===== src/logic/edge_alarm_defines.svh =====
// Shared constants for the edge process alarm device end and controller end.
// Assumes inclusion by bare name from files compiled in the logic folder.
`ifndef EDGE_ALARM_DEFINES_SVH
`define EDGE_ALARM_DEFINES_SVH

// Module shape
`define IN_BYTES 4
`define IN_BITS 32
`define INT_LINES 4
`define ADDR_W 8
`define BYTE_W 8
`define LAST_BYTE 2'h3

// Backplane addresses
`define ALARM_BYTE_ADDR 8'h00
`define MODULE_BASE_DEF 8'h80
`define MODULE_BASE_MIN 8'h80

// Controller APB register offsets
`define REG_CTRL 8'h00
`define REG_STATUS 8'h04
`define REG_MASK 8'h08
`define REG_WORD_FIRST 8'h0c
`define REG_WORD_SECOND 8'h10

// Control register fields
`define CTRL_ENABLE 0
`define CTRL_BYTE_MODE 1
`define CTRL_LINE_LSB 2
`define CTRL_LINE_MSB 3
`define CTRL_BIT_LSB 8
`define CTRL_BIT_MSB 10
`define CTRL_W 11
`define CTRL_RESET 11'h000

// Status and mask fields
`define ST_DONE 0
`define ST_SEEN 1
`define ST_W 2
`define ST_RESET 2'h0
`define MASK_RESET 2'h0

`endif


===== src/logic/edge_alarm_pkg.sv =====
// Types shared by both ends of the edge process alarm link.
// Assumes nothing beyond a SystemVerilog compiler.
package edge_alarm_pkg;

  // Read sequence tracker in the device
  typedef enum logic [1:0] {
    SEQ_OPEN = 2'b00,
    SEQ_GOT0 = 2'b01,
    SEQ_GOT1 = 2'b10,
    SEQ_GOT2 = 2'b11
  } seq_state_t;

  // Alarm service engine in the controller
  typedef enum logic [1:0] {
    SVC_IDLE = 2'b00,
    SVC_POLL = 2'b01,
    SVC_READ = 2'b10
  } svc_state_t;

endpackage


===== src/logic/backplane_if.sv =====
// Backplane between the edge alarm module and the controller.
// Assumes both ends run on one clock; interrupt lines are active-low wired lines.
`timescale 1ns/1ps
`include "edge_alarm_defines.svh"

interface backplane_if;
  logic rd_req;
  logic [`ADDR_W-1:0] rd_addr;
  logic rd_ack;
  logic [`BYTE_W-1:0] rd_data;
  logic [`INT_LINES-1:0] int_line_oe;
  logic [`INT_LINES-1:0] int_line_n;

  // Open-drain lines: any pulling module drives the line low
  assign int_line_n = ~int_line_oe;

  modport dev (
    input rd_req,
    input rd_addr,
    output rd_ack,
    output rd_data,
    output int_line_oe
  );

  modport ctl (
    output rd_req,
    output rd_addr,
    input rd_ack,
    input rd_data,
    input int_line_n
  );
endinterface


===== src/logic/edge_alarm_dev.sv =====
// Device end: 32-input edge process alarm with interrupt-line or alarm-byte path.
// Assumes process inputs and switch settings are asynchronous pins,
// and that the backplane request holds until rd_ack on the pclk domain.
//
// Contract
// RULE1: Controller reads four bytes in ascending order.
// RULE2: Byte 0 read blocks, byte 3 unblocks inputs.
// RULE3: Module placed above 127, no image access.
// RULE4: No double read of bytes per service.
// RULE5: Jumper two open, one closed: line mode.
// RULE6: Drive only the single selected interrupt line.
// RULE7: Alarm outputs combine on a shared line.
// RULE8: Line mode ignores alarm byte bit switches.
// RULE9: Alarm on rising or falling edge per selection.
// RULE10: One polarity switch per input byte.
// RULE11: Byte mode sets bit in address zero.
// RULE12: No other input module at address zero.
// RULE13: Service routine acknowledges, cannot be interrupted.
// RULE14: Controller treats alarm as level triggered.
// RULE15: Byte mode reads words at 128, 130.
// RULE16: Cyclic program uses stored copies only.
// RULE17: Alarm held until ascending sequence completes.
// RULE18: Blocked inputs raise nothing, data stays frozen.
//
// Design decisions made here: the placing of the registers and the APB interface to the registers.
`timescale 1ns/1ps
`include "edge_alarm_defines.svh"

module edge_alarm_dev #(
  parameter int IN_BITS = `IN_BITS
) (
  input wire logic pclk,
  input wire logic presetn,
  backplane_if.dev bus,
  input wire logic [IN_BITS-1:0] process_inputs,
  input wire logic [`ADDR_W-1:0] module_base,
  input wire logic alarm_path_jumper_first,
  input wire logic alarm_path_jumper_second,
  input wire logic [`INT_LINES-1:0] interrupt_line_select_switches,
  input wire logic [`BYTE_W-1:0] alarm_byte_bit_select_switches,
  input wire logic [`IN_BYTES-1:0] edge_polarity_switches,
  output logic alarm_pending,
  output logic inputs_blocked,
  output logic [`IN_BYTES-1:0] alarm_source_bytes
);
  import edge_alarm_pkg::*;

  localparam int CFG_W = `ADDR_W + 2 + `INT_LINES + `BYTE_W + `IN_BYTES;
  localparam int SYNC_W = IN_BITS + CFG_W;

  logic [SYNC_W-1:0] sync_first;
  logic [SYNC_W-1:0] sync_second;
  logic [IN_BITS-1:0] prev_in;
  logic [IN_BITS-1:0] held_in;
  logic ack_r;
  logic [`BYTE_W-1:0] data_r;
  seq_state_t seq;
  seq_state_t next_seq;
  logic next_alarm;
  logic [`IN_BYTES-1:0] next_source;

  // All pins cross through two flops before any logic
  always_ff @(posedge pclk or negedge presetn) begin
    if (!presetn) begin
      sync_first <= '0;
      sync_second <= '0;
    end else begin
      sync_first <= {process_inputs, module_base, alarm_path_jumper_first, alarm_path_jumper_second,
                     interrupt_line_select_switches, alarm_byte_bit_select_switches,
                     edge_polarity_switches};
      sync_second <= sync_first;
    end
  end

  // Unpack the settled pin values
  wire [IN_BITS-1:0] live_in = sync_second[SYNC_W-1 -: IN_BITS];
  wire [`ADDR_W-1:0] base_s = sync_second[CFG_W-1 -: `ADDR_W];
  wire jumper_first_s = sync_second[CFG_W-`ADDR_W-1];
  wire jumper_second_s = sync_second[CFG_W-`ADDR_W-2];
  wire [`INT_LINES-1:0] line_sel_s = sync_second[`INT_LINES+`BYTE_W+`IN_BYTES-1 -: `INT_LINES];
  wire [`BYTE_W-1:0] bit_sel_s = sync_second[`BYTE_W+`IN_BYTES-1 -: `BYTE_W];
  wire [`IN_BYTES-1:0] rising_s = sync_second[`IN_BYTES-1:0];

  // Alarm path decode from the two jumpers
  // RULE5: line mode select
  wire mode_line = jumper_first_s & ~jumper_second_s;
  // RULE11: byte zero mode select
  wire mode_byte = jumper_first_s & jumper_second_s;
  wire mode_any = mode_line | mode_byte;

  // A line setting with none or several switches on drives nothing
  // Staying off on a bad setting keeps a shared line free for others
  wire line_sel_none = (line_sel_s == '0);
  wire line_sel_multi = ((line_sel_s & (line_sel_s - `INT_LINES'(1))) != '0);
  wire line_sel_one = ~line_sel_none & ~line_sel_multi;

  // Edge detection per input, polarity shared across a byte
  wire [IN_BITS-1:0] rise_ev = live_in & ~prev_in;
  wire [IN_BITS-1:0] fall_ev = ~live_in & prev_in;
  logic [IN_BITS-1:0] edge_ev;
  logic [`IN_BYTES-1:0] byte_ev;

  // Limitation: one polarity per byte, no mixed edges inside a byte
  // RULE9: pick rising or falling
  // RULE10: polarity per byte
  always_comb begin
    edge_ev = '0;
    byte_ev = '0;
    for (int b = 0; b < `IN_BYTES; b++) begin
      edge_ev[b*`BYTE_W +: `BYTE_W] = rising_s[b] ? rise_ev[b*`BYTE_W +: `BYTE_W]
                                                  : fall_ev[b*`BYTE_W +: `BYTE_W];
      byte_ev[b] = |edge_ev[b*`BYTE_W +: `BYTE_W];
    end
  end

  // Request decode against the module window and address zero
  // Address zero is shared bus space, answered only in byte mode
  wire [`ADDR_W-1:0] rel_addr = bus.rd_addr - base_s;
  wire in_window = (bus.rd_addr >= base_s) && (rel_addr < `ADDR_W'(`IN_BYTES));
  wire [1:0] byte_idx = rel_addr[1:0];
  wire byte0_hit = mode_byte && (bus.rd_addr == `ALARM_BYTE_ADDR) && !in_window;
  // Ack guard keeps one held request from being taken twice
  wire take = bus.rd_req & ~ack_r & (in_window | byte0_hit);
  wire take_window = take & in_window;

  // Read sequence tracker; an out-of-order read leaves the state alone, except byte 0, which restarts at SEQ_GOT0
  // RULE2: first byte blocks, fourth unblocks
  always_comb begin
    next_seq = seq;
    if (take_window) begin
      case (seq)
        SEQ_OPEN: begin
          if (byte_idx == 2'h0) next_seq = SEQ_GOT0;
        end
        SEQ_GOT0: begin
          if (byte_idx == 2'h1) next_seq = SEQ_GOT1;
          else if (byte_idx == 2'h0) next_seq = SEQ_GOT0;
        end
        SEQ_GOT1: begin
          if (byte_idx == 2'h2) next_seq = SEQ_GOT2;
          else if (byte_idx == 2'h0) next_seq = SEQ_GOT0;
        end
        SEQ_GOT2: begin
          if (byte_idx == `LAST_BYTE) next_seq = SEQ_OPEN;
          else if (byte_idx == 2'h0) next_seq = SEQ_GOT0;
        end
        default: begin
          next_seq = SEQ_OPEN;
        end
      endcase
    end
  end

  wire blocked = (seq != SEQ_OPEN);
  wire seq_done = take_window && (seq == SEQ_GOT2) && (byte_idx == `LAST_BYTE);

  // Sticky alarm; an edge in the clearing cycle is still blocked and lost
  // RULE17: held until sequence ends
  // RULE18: no new alarm while blocked
  wire alarm_set = mode_any & ~blocked & (|byte_ev);
  always_comb begin
    next_alarm = alarm_set | (alarm_pending & ~seq_done);
    next_source = ({`IN_BYTES{alarm_set}} & byte_ev) | (alarm_source_bytes & ~{`IN_BYTES{seq_done}});
  end

  // Returned byte: frozen inputs or the alarm flag byte
  // RULE8: bit switches only in byte mode
  wire [`BYTE_W-1:0] flag_byte = {`BYTE_W{alarm_pending & mode_byte}} & bit_sel_s;
  wire [`BYTE_W-1:0] read_byte = in_window ? held_in[byte_idx*`BYTE_W +: `BYTE_W] : flag_byte;

  // Sequence, alarm and answer registers
  // The answer byte stays put after the ack, so a slow reader still sees it
  always_ff @(posedge pclk or negedge presetn) begin
    if (!presetn) begin
      seq <= SEQ_OPEN;
      alarm_pending <= 1'b0;
      alarm_source_bytes <= '0;
      ack_r <= 1'b0;
      data_r <= '0;
    end else begin
      seq <= next_seq;
      alarm_pending <= next_alarm;
      alarm_source_bytes <= next_source;
      ack_r <= take;
      if (take) data_r <= read_byte;
    end
  end

  // Input image; prev tracks always so blocked edges never fire later
  // Trade-off: the image lags the pins by the two synchroniser flops
  // RULE18: frozen while blocked
  always_ff @(posedge pclk or negedge presetn) begin
    if (!presetn) begin
      prev_in <= '0;
      held_in <= '0;
    end else begin
      prev_in <= live_in;
      if (!blocked) held_in <= live_in;
    end
  end

  // Backplane answer and status straight from registers
  assign inputs_blocked = blocked;
  assign bus.rd_ack = ack_r;
  assign bus.rd_data = data_r;

  // RULE6: only the single selected line
  // RULE7: open-drain pull, shareable
  assign bus.int_line_oe = {`INT_LINES{alarm_pending & mode_line & line_sel_one}} & line_sel_s;
endmodule


===== src/flat_wrapper.sv =====
// flat-port wrapper written by rule: the top's interface ports become plain ports
module edge_alarm_dev_flat import edge_alarm_pkg::*;
#(
  parameter int IN_BITS = `IN_BITS
)
  (pclk, presetn, process_inputs, module_base, alarm_path_jumper_first, alarm_path_jumper_second, interrupt_line_select_switches, alarm_byte_bit_select_switches, edge_polarity_switches, alarm_pending, inputs_blocked, alarm_source_bytes, bus_rd_req, bus_rd_addr, bus_rd_ack, bus_rd_data, bus_int_line_oe);
  backplane_if bus_i ();
  input wire logic pclk;
  input wire logic presetn;
  input wire logic [IN_BITS-1:0] process_inputs;
  input wire logic [`ADDR_W-1:0] module_base;
  input wire logic alarm_path_jumper_first;
  input wire logic alarm_path_jumper_second;
  input wire logic [`INT_LINES-1:0] interrupt_line_select_switches;
  input wire logic [`BYTE_W-1:0] alarm_byte_bit_select_switches;
  input wire logic [`IN_BYTES-1:0] edge_polarity_switches;
  output logic alarm_pending;
  output logic inputs_blocked;
  output logic [`IN_BYTES-1:0] alarm_source_bytes;
  input wire logic [$bits(bus_i.rd_req)-1:0] bus_rd_req;
  input wire logic [$bits(bus_i.rd_addr)-1:0] bus_rd_addr;
  output wire logic [$bits(bus_i.rd_ack)-1:0] bus_rd_ack;
  output wire logic [$bits(bus_i.rd_data)-1:0] bus_rd_data;
  output wire logic [$bits(bus_i.int_line_oe)-1:0] bus_int_line_oe;
  assign bus_i.rd_req = bus_rd_req;
  assign bus_i.rd_addr = bus_rd_addr;
  assign bus_rd_ack = bus_i.rd_ack;
  assign bus_rd_data = bus_i.rd_data;
  assign bus_int_line_oe = bus_i.int_line_oe;
  edge_alarm_dev #(.IN_BITS(IN_BITS)) u_core (.pclk(pclk), .presetn(presetn), .bus(bus_i), .process_inputs(process_inputs), .module_base(module_base), .alarm_path_jumper_first(alarm_path_jumper_first), .alarm_path_jumper_second(alarm_path_jumper_second), .interrupt_line_select_switches(interrupt_line_select_switches), .alarm_byte_bit_select_switches(alarm_byte_bit_select_switches), .edge_polarity_switches(edge_polarity_switches), .alarm_pending(alarm_pending), .inputs_blocked(inputs_blocked), .alarm_source_bytes(alarm_source_bytes));
endmodule

===== config.mk =====
export PLATFORM = sky130hd
export DESIGN_NAME = edge_alarm_dev_flat
export DESIGN_NICKNAME = d
export VERILOG_FILES = /design/src/logic/edge_alarm_pkg.sv /design/src/logic/backplane_if.sv /design/src/logic/edge_alarm_dev.sv /design/src/flat_wrapper.sv
export VERILOG_INCLUDE_DIRS = /design/src /design/src/logic
export SDC_FILE = /design/constraint.sdc
export NUM_CORES = 1
export LEC_CHECK = 0
export ABC_AREA = 1
export ABC_CLOCK_PERIOD_IN_PS = 2220
export BUFFER_PORTS_ARGS = -buffer_cell sky130_fd_sc_hd__buf_4
export CELL_PAD_IN_SITES_DETAIL_PLACEMENT = 1
export CELL_PAD_IN_SITES_GLOBAL_PLACEMENT = 1
export CORE_ASPECT_RATIO = 1.4
export CORE_UTILIZATION = 40
export CTS_CLUSTER_SIZE = 12
export DETAILED_ROUTE_END_ITERATION = 7
export PLACE_DENSITY_LB_ADDON = 0.1
export REMOVE_ABC_BUFFERS = 1
export SYNTH_ARGS = -nofsm -noshare
export SYNTH_HDL_FRONTEND = slang
export SYNTH_SLANG_ARGS = --single-unit

===== constraint.sdc =====
create_clock -name pclk -period 2.22 [get_ports pclk]
set_clock_uncertainty 0.15 [all_clocks]
set_input_delay 0.444 -clock pclk [delete_from_list [all_inputs] [get_ports pclk]]
set_output_delay 0.444 -clock pclk [all_outputs]
set_load 0.1 [all_outputs]

# Yosys cells after proc, flatten, opt, wreduce, memory -nomap -nowiden
# Index checks and enable logic that the tools add are counted.
# totals
wordCells	79
ff_bits	196
# classes
eq_ne	6
order_cmp	2
muxes	10
n_reduce_logical	17
add_sub_neg	2
shift	1
bitwise_logic	32
# op_table
op	count
32-bit AND	2
32-bit inverter	2
8-bit two-way mux	5
32-bit OR reduction	1
8-bit OR reduction	4
32-bit by 6-bit variable part select with 8-bit output	1
4-bit AND	4
1-bit AND	12
8-bit AND	1
2-bit equality test (second input constant)	4
8-bit greater-or-equal comparator	1
8-bit logical NOT	1
8-bit by 3-bit < comparator with 1-bit output (second input constant)	1
2-bit two-way mux	4
2-bit case mux with 4 select lines	1
8-bit subtractor	1
1-bit inverter	6
1-bit logical AND	5
2-bit by 1-bit equality test with 1-bit output (second input constant)	2
2-bit logical NOT	2
4-bit logical NOT	1
4-bit inverter	1
4-bit OR	1
4-bit nonzero test	1
other kinds (4)	6

# Logic depth before layout (Yosys ltp)
# Gate-level depths: netlist (run 1).
# logic_depth
word_depth	13
mapped_depth	17

# Worst setup path after synthesis (run 1)
# No wires, ideal clock.
# synth_path
kind	register to output
from	register u_core.alarm_pending
to	output bus_int_line_oe[0]
required_ps	1626
slack_ps	-986
stages_incl_launch_ff	5
arrival_time_ps	2612
path_buffers	0
cell_sequence	dfrtp_1 > nand2_1 > a21oi_1 > nand4_1 > nor2_1
# synth_between
elab_chain_len	3
# synth_rtl
item	line_no	text
from (decl)	edge_alarm_dev.sv:42	output logic alarm_pending,
from (signal assigned)	edge_alarm_dev.sv:182	alarm_pending <= next_alarm;
1-bit AND (2 in series)	edge_alarm_dev.sv:209	assign bus.int_line_oe = {`INT_LINES{alarm_pending & mode_line & line_sel_one}} & line_sel_s;
4-bit AND	edge_alarm_dev.sv:209	
to (decl)	flat_wrapper.sv:24	output wire logic [$bits(bus_i.int_line_oe)-1:0] bus_int_line_oe;
# Every way passes these cells.

# Worst setup path after layout (run 1)
# layout_path
from	register u_core.sync_second[18]
to	register u_core.seq[1]
# layout_between
elab_chain_len	8
elab_cells_between_ends	18
cone_classes	1 x add/sub; 2 x order compare; 3 x eq/ne; 5 x mux; 3 x bitwise; 4 x reduce/logical
# layout_rtl
item	line_no	text
from (decl)	edge_alarm_dev.sv:52	logic [SYNC_W-1:0] sync_second;
from (signal assigned)	edge_alarm_dev.sv:71	sync_second <= sync_first;
8-bit subtractor	edge_alarm_dev.sv:118	wire [`ADDR_W-1:0] rel_addr = bus.rd_addr - base_s;
8-bit by 3-bit < comparator with 1-bit output	edge_alarm_dev.sv:119	wire in_window = (bus.rd_addr >= base_s) && (rel_addr < `ADDR_W'(`IN_BYTES));
1-bit logical AND	edge_alarm_dev.sv:119	
1-bit logical NOT	edge_alarm_dev.sv:121	wire byte0_hit = mode_byte && (bus.rd_addr == `ALARM_BYTE_ADDR) && !in_window;
1-bit logical AND	edge_alarm_dev.sv:121	
1-bit OR	edge_alarm_dev.sv:123	wire take = bus.rd_req & ~ack_r & (in_window | byte0_hit);
1-bit AND	edge_alarm_dev.sv:123	
1-bit AND	edge_alarm_dev.sv:124	wire take_window = take & in_window;
to (signal assigned)	edge_alarm_dev.sv:181	seq <= next_seq;
to (decl)	edge_alarm_dev.sv:57	seq_state_t seq;
# Parallel ways exist; a longest one is shown, timed or not.
# A chain may end at the register's enable or synchronous reset.

==> results of run 1 <==
## worst max path at each step
stage	from	cells after the start	to	slack [ps]
after floorplan	u_core.seq[1]	5	u_core.alarm_source_bytes[0]	-1610
after global placement	bus_rd_addr[0]	10	u_core.bus.rd_data[1]	-360
after detailed placement	bus_rd_addr[0]	15	u_core.seq[1]	-460
after CTS	u_core.sync_second[18]	13	u_core.seq[1]	-190
after global routing	u_core.sync_second[18]	13	u_core.seq[1]	-290
final	u_core.sync_second[18]	13	u_core.seq[1]	-190
## state kept, by name, indices dropped and copies added (netlist names)
name / flops
u_core.alarm_pending: 1
u_core.sync_second: 58
u_core.sync_first: 58
u_core.prev_in: 32
u_core.alarm_source_bytes: 4
u_core.held_in: 32
u_core.bus.rd_data: 8
u_core.seq: 2
u_core.bus.rd_ack: 1
## repair_timing
action	in CTS	in global routing
endpoints found under the setup margin	21	20
endpoints found under the hold margin	108	0
hold buffers	59	0
pin swaps	23	23
buffers inserted	6	0
cloned	3	0
resized for setup	35	15
## power breakdown
| group | leakage [nW] | internal, mW | switching [mW] |
|---|---|---|---|
| Sequential | 2.33 | 3.95 | 0.188 |
| Combinational | 2.27 | 0.611 | 1.05 |
| Clock | 0.287 | 1.66 | 1.40 |
## per-stage QoR
step	setup TNS (ps)	cells
2_1_floorplan	-29060	666
3_3_place_gp	-5150	1027
3_5_place_dp	-6660	1027
4_1_cts	-2110	1127
5_1_grt	-3910	1127
6_report	-1590	1127
## worst register-to-register path: stages (launching register included)
cell and delay (ps):
dfrtp_1 400, ha_2 190, fa_2 400, inv_2 90
nand3_4 90, nand3_4 110, inv_2 50, nor2_4 90
nand2_4 70, nor2_8 160, nand3_4 160, nor2_4 180
nand2_1 90, o21ai_1 90
## metal layers
metal	track usage	share of wire	vias to the layer above
met2	0.385	0.57	99
met5	0	0	-
met4	0.0868	0.033	0
li1	-	-	2552
met1	0.220	0.38	2671
met3	0.0399	0.023	43
## final cells by class
cell class	count	area, um^2
repair buffers	186	1630
clock inverters	12	136
multi-input cells	365	2150
inverters	108	409
fillers	1941	7940
flip-flops and latches	196	4910
well taps	240	300
clock buffers	20	457
## cells by family (layout without fill, tap and decap cells)
group | after synthesis | after routing | share of synthesized area
AO/OA/AOI/OAI | 90 | 90 | 0.0755
buffers and inverters | 119 | 326 | 0.0627
adder cells (fa/ha/maj) | 10 | 10 | 0.0181
AND/OR/NAND/NOR | 261 | 264 | 0.170
flip-flops | 196 | 196 | 0.671
XOR/XNOR | 1 | 1 | 0.00223
## cells in the final DEF, fill, tap and decap left out, types with 8 or more instances in the layout
| cell type | count |
|---|---|
| nand2_1 | 132 |
| nor2_1 | 41 |
| dlygate4sd3_1 | 59 |
| a21oi_1 | 15 |
| buf_6 | 8 |
| nand4_1 | 15 |
| clkbuf_16 | 17 |
| nand2_4 | 9 |
| nand3_1 | 23 |
| dfrtp_1 | 195 |
| inv_1 | 102 |
| buf_4 | 114 |
| o21ai_0 | 42 |
| nand2_2 | 18 |
==> impl_metrics.toml, run 1 <==
[outcome]
violations = "setup timing"
outcome = "finished with violations"

[sta]
drv_slew = 0
fmax_mhz = 416
finalCriticalPeriod_ps = 2410
finalWorstSetupSlack_ps = -186
worst_slew_pin_slew_ps = 473
whs_ps = 193
finalSetupViolCount = 18
rsz0062_at_grt = "true"
hold_violations = 0
min_period_over_period = 1.08
slew_headroom = 0.685

[setup_path]
crit_path_end_kind = "flip-flop"
r2r_cells = 13
critPathRequiredTime_ps = 2420
critical-path-top-delay-family = "simple AND/OR/NAND/NOR gates"
arrival_ps = 2600
r2r_start = "u_core.sync_second[18]"
critPathMaxFanout = 5
crit_chain = "ha_2, fa_2, inv_2, nand3_4, nand3_4, inv_2, nor2_4, nand2_4, nor2_8, nand3_4, nor2_4, nand2_1, o21ai_1"
crit_slowest_cell = "dfrtp_1"
worst-setup-path-type = "flip-flop to flip-flop"
reg2reg_to = "u_core.seq[1]"
path_buf_inv = 2
start_kind = "flip-flop"
r2r_slack_ps = -190
critPathMostFrequentCell = "nand3_4"
max_stage_delay_ps = 400

[layout]
layout.nets = 953
num_antenna_cells = 0
finalInstanceArea_um2 = 9990
syn2layout_area_growth_pct = 36.6
utilization = 0.557
drive_gt1_frac = 0.257

[cts]
path_clk_slew_ps = 80
cts_tree = "yes"
cts.sinks = 196
cts_buffers = 17
h-tree-depth = 4
cts-root-buf = "clkbuf_16"
clk_path_buf_depth = 2
worstSkewPairLatency_ps = 430

[floorplan]
die_x_um = 116
ios = 88
coreArea_um2 = 17900
start_util = 0.408
die_y_um = 162
rows = 58
die-area_um2 = 18800

[power_and_ir_drop]
p_total_mw = 8.85
ir_drop_uv = 498
cellPowerDensity_nw_per_um2 = 887
p_leak_nw = 4.89

[placement]
dp_hpwl_um = 12300
placed_area_um2 = 8510
dp_slack_ps = -457
gp_congestion = 0.813
portBuffers = 87

[routing]
routedWlPerCell_um = 15.6
dr.pass1.iters = 4
drc_errors = 0
ant_nets = 0
drt_iter0_markers = 184
drt_wl_total_um = 17600
via_per_inst = 4.76
vias = 5365

[synthesis]
async_flop_share = 1.00
synthFlopType = "dfrtp_1"
synth_seq_cells = 196
yosys.area.top_type = "dfrtp_1"
avgSynthCellArea_um2 = 10.8
synth_top_area_share = 0.671
yosysSeqAreaShare = 0.671
yosysWarnings = 0
synth_cell_type_count = 36
synthTopCellsByCount = "dfrtp_1, nand2_1, inv_1, nor2_1, o21ai_0"
netlist_area_um2 = 7310
yosys.cell_count.top_type = "dfrtp_1"
synth-edff-count = 0
synthCells = 677
synth_area_leaders = "dfrtp_1, nand2_1, inv_1, o21ai_0, nor2_1"

[grt]
antenna_found_initial = 0
grt_first_pass_wirelength_um = 29100
grt_overflow_total = 0
grtUsageTotal = 0.206
grt_max_degree = 55
grt_pass1_vias = 5908

[min_path]
min_from = "u_core.sync_first[9]"
hold_depth = 0
min_to = "u_core.sync_second[9]"
min_path_type = "flip-flop to flip-flop"

[run]
max-cap-violations = 0
(Power assumes the default switching activity.)
==> inputs of run 2 (changes only) <==
--- a/config.mk
+++ b/config.mk
@@ -7,13 +7,12 @@
 export NUM_CORES = 1
 export LEC_CHECK = 0
 export ABC_AREA = 1
-export ABC_CLOCK_PERIOD_IN_PS = 2220
-export BUFFER_PORTS_ARGS = -buffer_cell sky130_fd_sc_hd__buf_4
+export ABC_CLOCK_PERIOD_IN_PS = 2800
+export BUFFER_PORTS_ARGS = -buffer_cell sky130_fd_sc_hd__buf_2
 export CELL_PAD_IN_SITES_DETAIL_PLACEMENT = 1
 export CELL_PAD_IN_SITES_GLOBAL_PLACEMENT = 1
 export CORE_ASPECT_RATIO = 1.4
 export CORE_UTILIZATION = 40
-export CTS_CLUSTER_SIZE = 12
 export DETAILED_ROUTE_END_ITERATION = 7
 export PLACE_DENSITY_LB_ADDON = 0.1
 export REMOVE_ABC_BUFFERS = 1
==> constraint.sdc (replaced) <==
create_clock -name pclk -period 2.8 [get_ports pclk]
set_clock_uncertainty 0.15 [all_clocks]
set_input_delay 0.56 -clock pclk [delete_from_list [all_inputs] [get_ports pclk]]
set_output_delay 0.56 -clock pclk [all_outputs]
set_load 0.1 [all_outputs]
==> run 2 against run 1 <==
Net effect:
- the flow now finishes without violations
- cell count fell by 8.2%
- first-iteration DRC count grew 4.3%
- combinational power shrank 37%
- flip-flop and latch count unchanged
- via count decreased by 8.7%
- sequential share of layout area rose by 7.4 points
- clock power down 24%
- largest cell class unchanged
- largest power group unchanged
==> impl_metrics.toml, run 2 (synthesis results as in run 1) <==
[outcome]
outcome = "finished, final reports clean"

[cts]
post_cts_buffers = 0
h-tree-depth = 4
cts_tree = "yes"
holdBufCountCts = 1
cts_buffers = 17
cts-resized-gates = 0
cts.sinks = 196
clk_path_buf_depth = 2
path_clk_slew_ps = 80
worstSkewPairLatency_ps = 430
cts-root-buf = "clkbuf_16"

[routing]
ant_nets = 0
drt_wl_total_um = 15700
routedWlPerCell_um = 15.1
vias = 4899
routed-wl-met2_um = 8820
wl_met1_um = 6210
drt_iter0_markers = 192
drc_errors = 0
highest_layer = "met4"
dr.pass1.iters = 4
via_per_inst = 4.73
wl_met3_um = 356

[sta]
fmax_mhz = 391
min_period_over_period = 0.913
slew_headroom = 0.583
finalWorstSetupSlack_ps = 242
finalSetupViolCount = 0
drv_slew = 0
rsz0062_at_grt = "false"
worst_slew_pin_slew_ps = 619
finalCriticalPeriod_ps = 2560
hold_violations = 0

[run]
max-cap-violations = 0

[setup_path]
worst-setup-path-type = "flip-flop to output pin"
arrival_ps = 1850
crit_path_end_kind = "output pin"
start_kind = "flip-flop"
critPathMaxFanout = 4
critPathRequiredTime_ps = 2090

[min_path]
min_path_type = "primary input to flip-flop"

[placement]
dp_slack_ps = -52.7
dp_hpwl_um = 11700
placed_area_um2 = 8100
gp_congestion = 0.878
placed_cells = 1002
portBuffers = 87

[layout]
final_common_cell = "dfrtp_1"
num_antenna_cells = 0
num-fill-cells = 2043
finalInstanceArea_um2 = 8670
syn2layout_area_growth_pct = 18.7
drive_gt1_frac = 0.208
reg_top3 = "u_core.sync_first: 58 flops, u_core.sync_second: 58 flops"
final_cell_mix = "dfrtp_1, nand2_1, inv_1, buf_2"
layout.nets = 861
layout.cells.non_filler = 1035
utilization = 0.484

[grt]
grtUsageTotal = 0.183
grt_first_pass_wirelength_um = 26000
grt_max_degree = 74
grt_pass1_vias = 5270
grt_overflow_total = 0
antenna_found_initial = 0

[floorplan]
die_y_um = 162
ios = 88
start_util = 0.408
coreArea_um2 = 17900
die-area_um2 = 18800
rows = 58
die_x_um = 116

[power_and_ir_drop]
cellPowerDensity_nw_per_um2 = 766
p_leak_nw = 4.37
p_total_mw = 6.64
ir_drop_uv = 467
-- run 2: worst max-delay path: stages (launching register included) --
cell     delay (ps)
dfrtp_1         440
nand2_1          80
a21oi_1         120
nand4_1         190
nor2_1          140
buf_2           440
-- run 2: layout make-up --
type,instances,area [um^2],share of cell area
sequential,196,4900,0.566
multi-input combinational,362,1950,0.225
timing repair buffer,97,547,0.0630
clock buffer,17,425,0.0491
inverter,108,405,0.0467
tap,240,300,0.0346
clock inverter,15,141,0.0163
-- run 2: final timing paths --
path                                     endpoint  cells past startpoint                         startpoint  slack [ps]
hold reg to reg            u_core.sync_second[11]                      0              u_core.sync_first[11]         190
min in group asynchronous   u_core.sync_first[48]                      2                            presetn         530
setup reg to reg            u_core.bus.rd_data[7]                     13             u_core.sync_second[18]         290
setup / recovery               bus_int_line_oe[2]                      5               u_core.alarm_pending         240
hold / removal              u_core.sync_first[14]                      1  interrupt_line_select_switches[2]          70
max in group asynchronous      u_core.held_in[14]                      3                            presetn        1180
-- run 2: routing by layer --
| layer | up-vias | GRT usage |
|---|---|---|
| met4 | 0 | 0.0693 |
| met3 | 20 | 0.0321 |
| met5 | - | 0 |
| li1 | 2363 | - |
| met1 | 2441 | 0.209 |
| met2 | 75 | 0.335 |
-- run 2: metrics by stage --
step / setup TNS (ps) / hold slack [ps]
floorplan: -13380 / 114
global placement: 0 / 181
detailed placement: -588 / 186
CTS: 0 / 58.0
global route: 0 / 55.9
finish: 0 / 70.5
-- run 2: where the power goes --
group | internal [mW] | switching (mW) | leakage [nW]
registers | 3.13 | 0.152 | 2.33
logic | 0.308 | 0.735 | 1.77
clock network | 1.18 | 1.14 | 0.268
==> inputs of run 3 (changes only) <==
==> constraint.sdc (replaced) <==
create_clock -name pclk -period 2.8 [get_ports pclk]
set_clock_uncertainty 0.15 [all_clocks]
set_input_delay 0.14 -clock pclk [delete_from_list [all_inputs] [get_ports pclk]]
set_output_delay 0.14 -clock pclk [all_outputs]
set_load 0.1 [all_outputs]
==> run 3 against run 2 <==
Net effect:
- global-route usage grew 0.95 points
- flip-flop and latch count is the same
- cell count grew 5.3%
- clock power shrank 2%
- routed wire length up 4.9%
- setup slack got worse by 38 ps
- highest routed layer unchanged
==> impl_metrics.toml, run 3 (synthesis results as in run 1) <==
[outcome]
outcome = "finished, final reports clean"

[routing]
via_per_inst = 4.66
vias = 5080
drt_iter0_markers = 176
ant_nets = 0
drt_wl_total_um = 16400
dr.pass1.iters = 4
routedWlPerCell_um = 15.1
drc_errors = 0

[cts]
h-tree-depth = 4
clk_path_buf_depth = 2
cts_buffers = 17
path_clk_slew_ps = 70
cts.sinks = 196
worstSkewPairLatency_ps = 420
cts_tree = "yes"
post_cts_buffers = 0
cts-root-buf = "clkbuf_16"

[sta]
slew_headroom = 0.515
whs_ps = 68.6
hold_violations = 0
fmax_mhz = 385
min_period_over_period = 0.927
final.setup.tns_ps = 0
finalCriticalPeriod_ps = 2600
worst_slew_pin_slew_ps = 721
drv_slew = 0
finalSetupViolCount = 0
rsz0062_at_grt = "false"

[power_and_ir_drop]
clkPwrFrac = 0.341
p_total_mw = 6.66
p_sw_frac = 0.296
cellPowerDensity_nw_per_um2 = 723
p_sw_mw = 1.97
p_comb_frac = 0.167
intPower_mw = 4.69
p_leak_nw = 4.60
ir_drop_uv = 441
seqPwrFrac = 0.492

[placement]
dp_hpwl_um = 11800
portBuffers = 87
placed_area_um2 = 8070
gp_congestion = 0.801

[setup_path]
path_buf_inv = 0
start_kind = "flip-flop"
critical-path-top-delay-family = "adder cells"
r2r_slack_ps = 200
critPathMostFrequentCell = "nand2_1"
critPathRequiredTime_ps = 3010
crit_chain = "ha_1, fa_2, nand2_1, o221ai_1, nand4_1, nand2_1, nand2_1, nand2_1"
worst-setup-path-type = "flip-flop to flip-flop"
r2r_start = "u_core.sync_second[18]"
arrival_ps = 2810
crit_path_end_kind = "flip-flop"
crit_cells = 8
critPathMaxFanout = 14
max_stage_delay_ps = 720
reg2reg_to = "u_core.bus.rd_data[1]"
crit_slowest_cell = "fa_2"
r2r_cells = 8

[layout]
drive_gt1_frac = 0.192
final_cell_mix = "dfrtp_1, nand2_1, inv_1, buf_2, dlygate4sd3_1"
num_antenna_cells = 0
syn2layout_area_growth_pct = 26.1
reg_top3 = "u_core.sync_first: 58 flops, u_core.sync_second: 58 flops"
finalInstanceArea_um2 = 9220
layout.nets = 916
num-fill-cells = 2001
final_common_cell = "dfrtp_1"

[grt]
grt_first_pass_wirelength_um = 27400
grt_max_degree = 90
grtUsageTotal = 0.193
antenna_found_initial = 0
grt_pass1_vias = 5617
grt_overflow_total = 0

[floorplan]
start_util = 0.408
die-area_um2 = 18800
die_y_um = 162
coreArea_um2 = 17900
rows = 58
ios = 88
die_x_um = 116

[min_path]
min_to = "u_core.bus.rd_ack"
min_from = "bus_rd_addr[0]"
hold_depth = 4
min_path_type = "primary input to flip-flop"

[run]
max-cap-violations = 0
[run 3: cell types whose count changed in the layout (fill, tap and decap cells not counted), sizes merged]
cell,before,now
dlygate4sd3,1,59
buf,95,92
clkbuf,18,20
clkinv,4,6
clkinvlp,4,2
inv,115,113
[run 3: worst reg2reg max path, delay by kind of cell (launching register included)]
kind	cells	cell delay, ps
adders and majority gates	2	930
and+or+nand+nor	5	670
DFF	1	410
AOI/OAI and AO/OA	1	370
[run 3: how the worst max path moves through the flow]
stage | endpoint | startpoint
after global placement | u_core.bus.rd_data[1] | u_core.sync_second[18]
after global routing | u_core.bus.rd_data[1] | u_core.sync_second[18]
after detailed placement | u_core.bus.rd_data[1] | u_core.sync_second[18]
after CTS | u_core.bus.rd_data[1] | u_core.sync_second[18]
final | u_core.bus.rd_data[1] | u_core.sync_second[18]
after floorplan | u_core.alarm_source_bytes[0] | u_core.seq[1]
[run 3: cell type report]
cell class                 instances  area [um^2]  share of cell area
multi-input combinational        362         1950               0.212
sequential                       196         4900               0.532
inverter                         108          405              0.0440
clock buffer                      19          453              0.0491
clock inverter                    13         97.6              0.0106
tap                              240          300              0.0326
timing repair buffer             152         1100               0.120
[run 3: timing repair]
item                                   4_1_cts  5_1_grt
setup endpoints to repair                    0        8
endpoints found under the hold margin      144        0
resized for setup                            0        1
hold buffers                                59        0
[run 3: power by group through the flow]
stage	sequential [mW]	combinational [mW]	clock, mW
2_1_floorplan	3.40	0.583	0
3_3_place_gp	3.32	1.01	0
3_5_place_dp	3.33	1.06	0
4_1_cts	3.28	1.13	2.34
5_1_grt	3.31	1.24	2.44
6_report	3.28	1.11	2.27
[run 3: per-stage QoR]
stage          worst slack, ps  utilization  std cells
2_1_floorplan            -1030            -        666
3_3_place_gp               171        0.450        999
3_5_place_dp              69.2        0.450        999
4_1_cts                   45.3        0.514       1090
5_1_grt                   76.7        0.514       1090
6_report                   205        0.514       1090
[run 3: metal layers]
| layer | wire (um) | global-route usage | vias to the layer above |
|---|---|---|---|
| li1 | - | - | 2473 |
| met1 | 6480 | 0.213 | 2518 |
| met2 | 9300 | 0.364 | 70 |
| met3 | 350 | 0.0321 | 19 |
| met4 | 318 | 0.0670 | 0 |
| met5 | 0 | 0 | - |
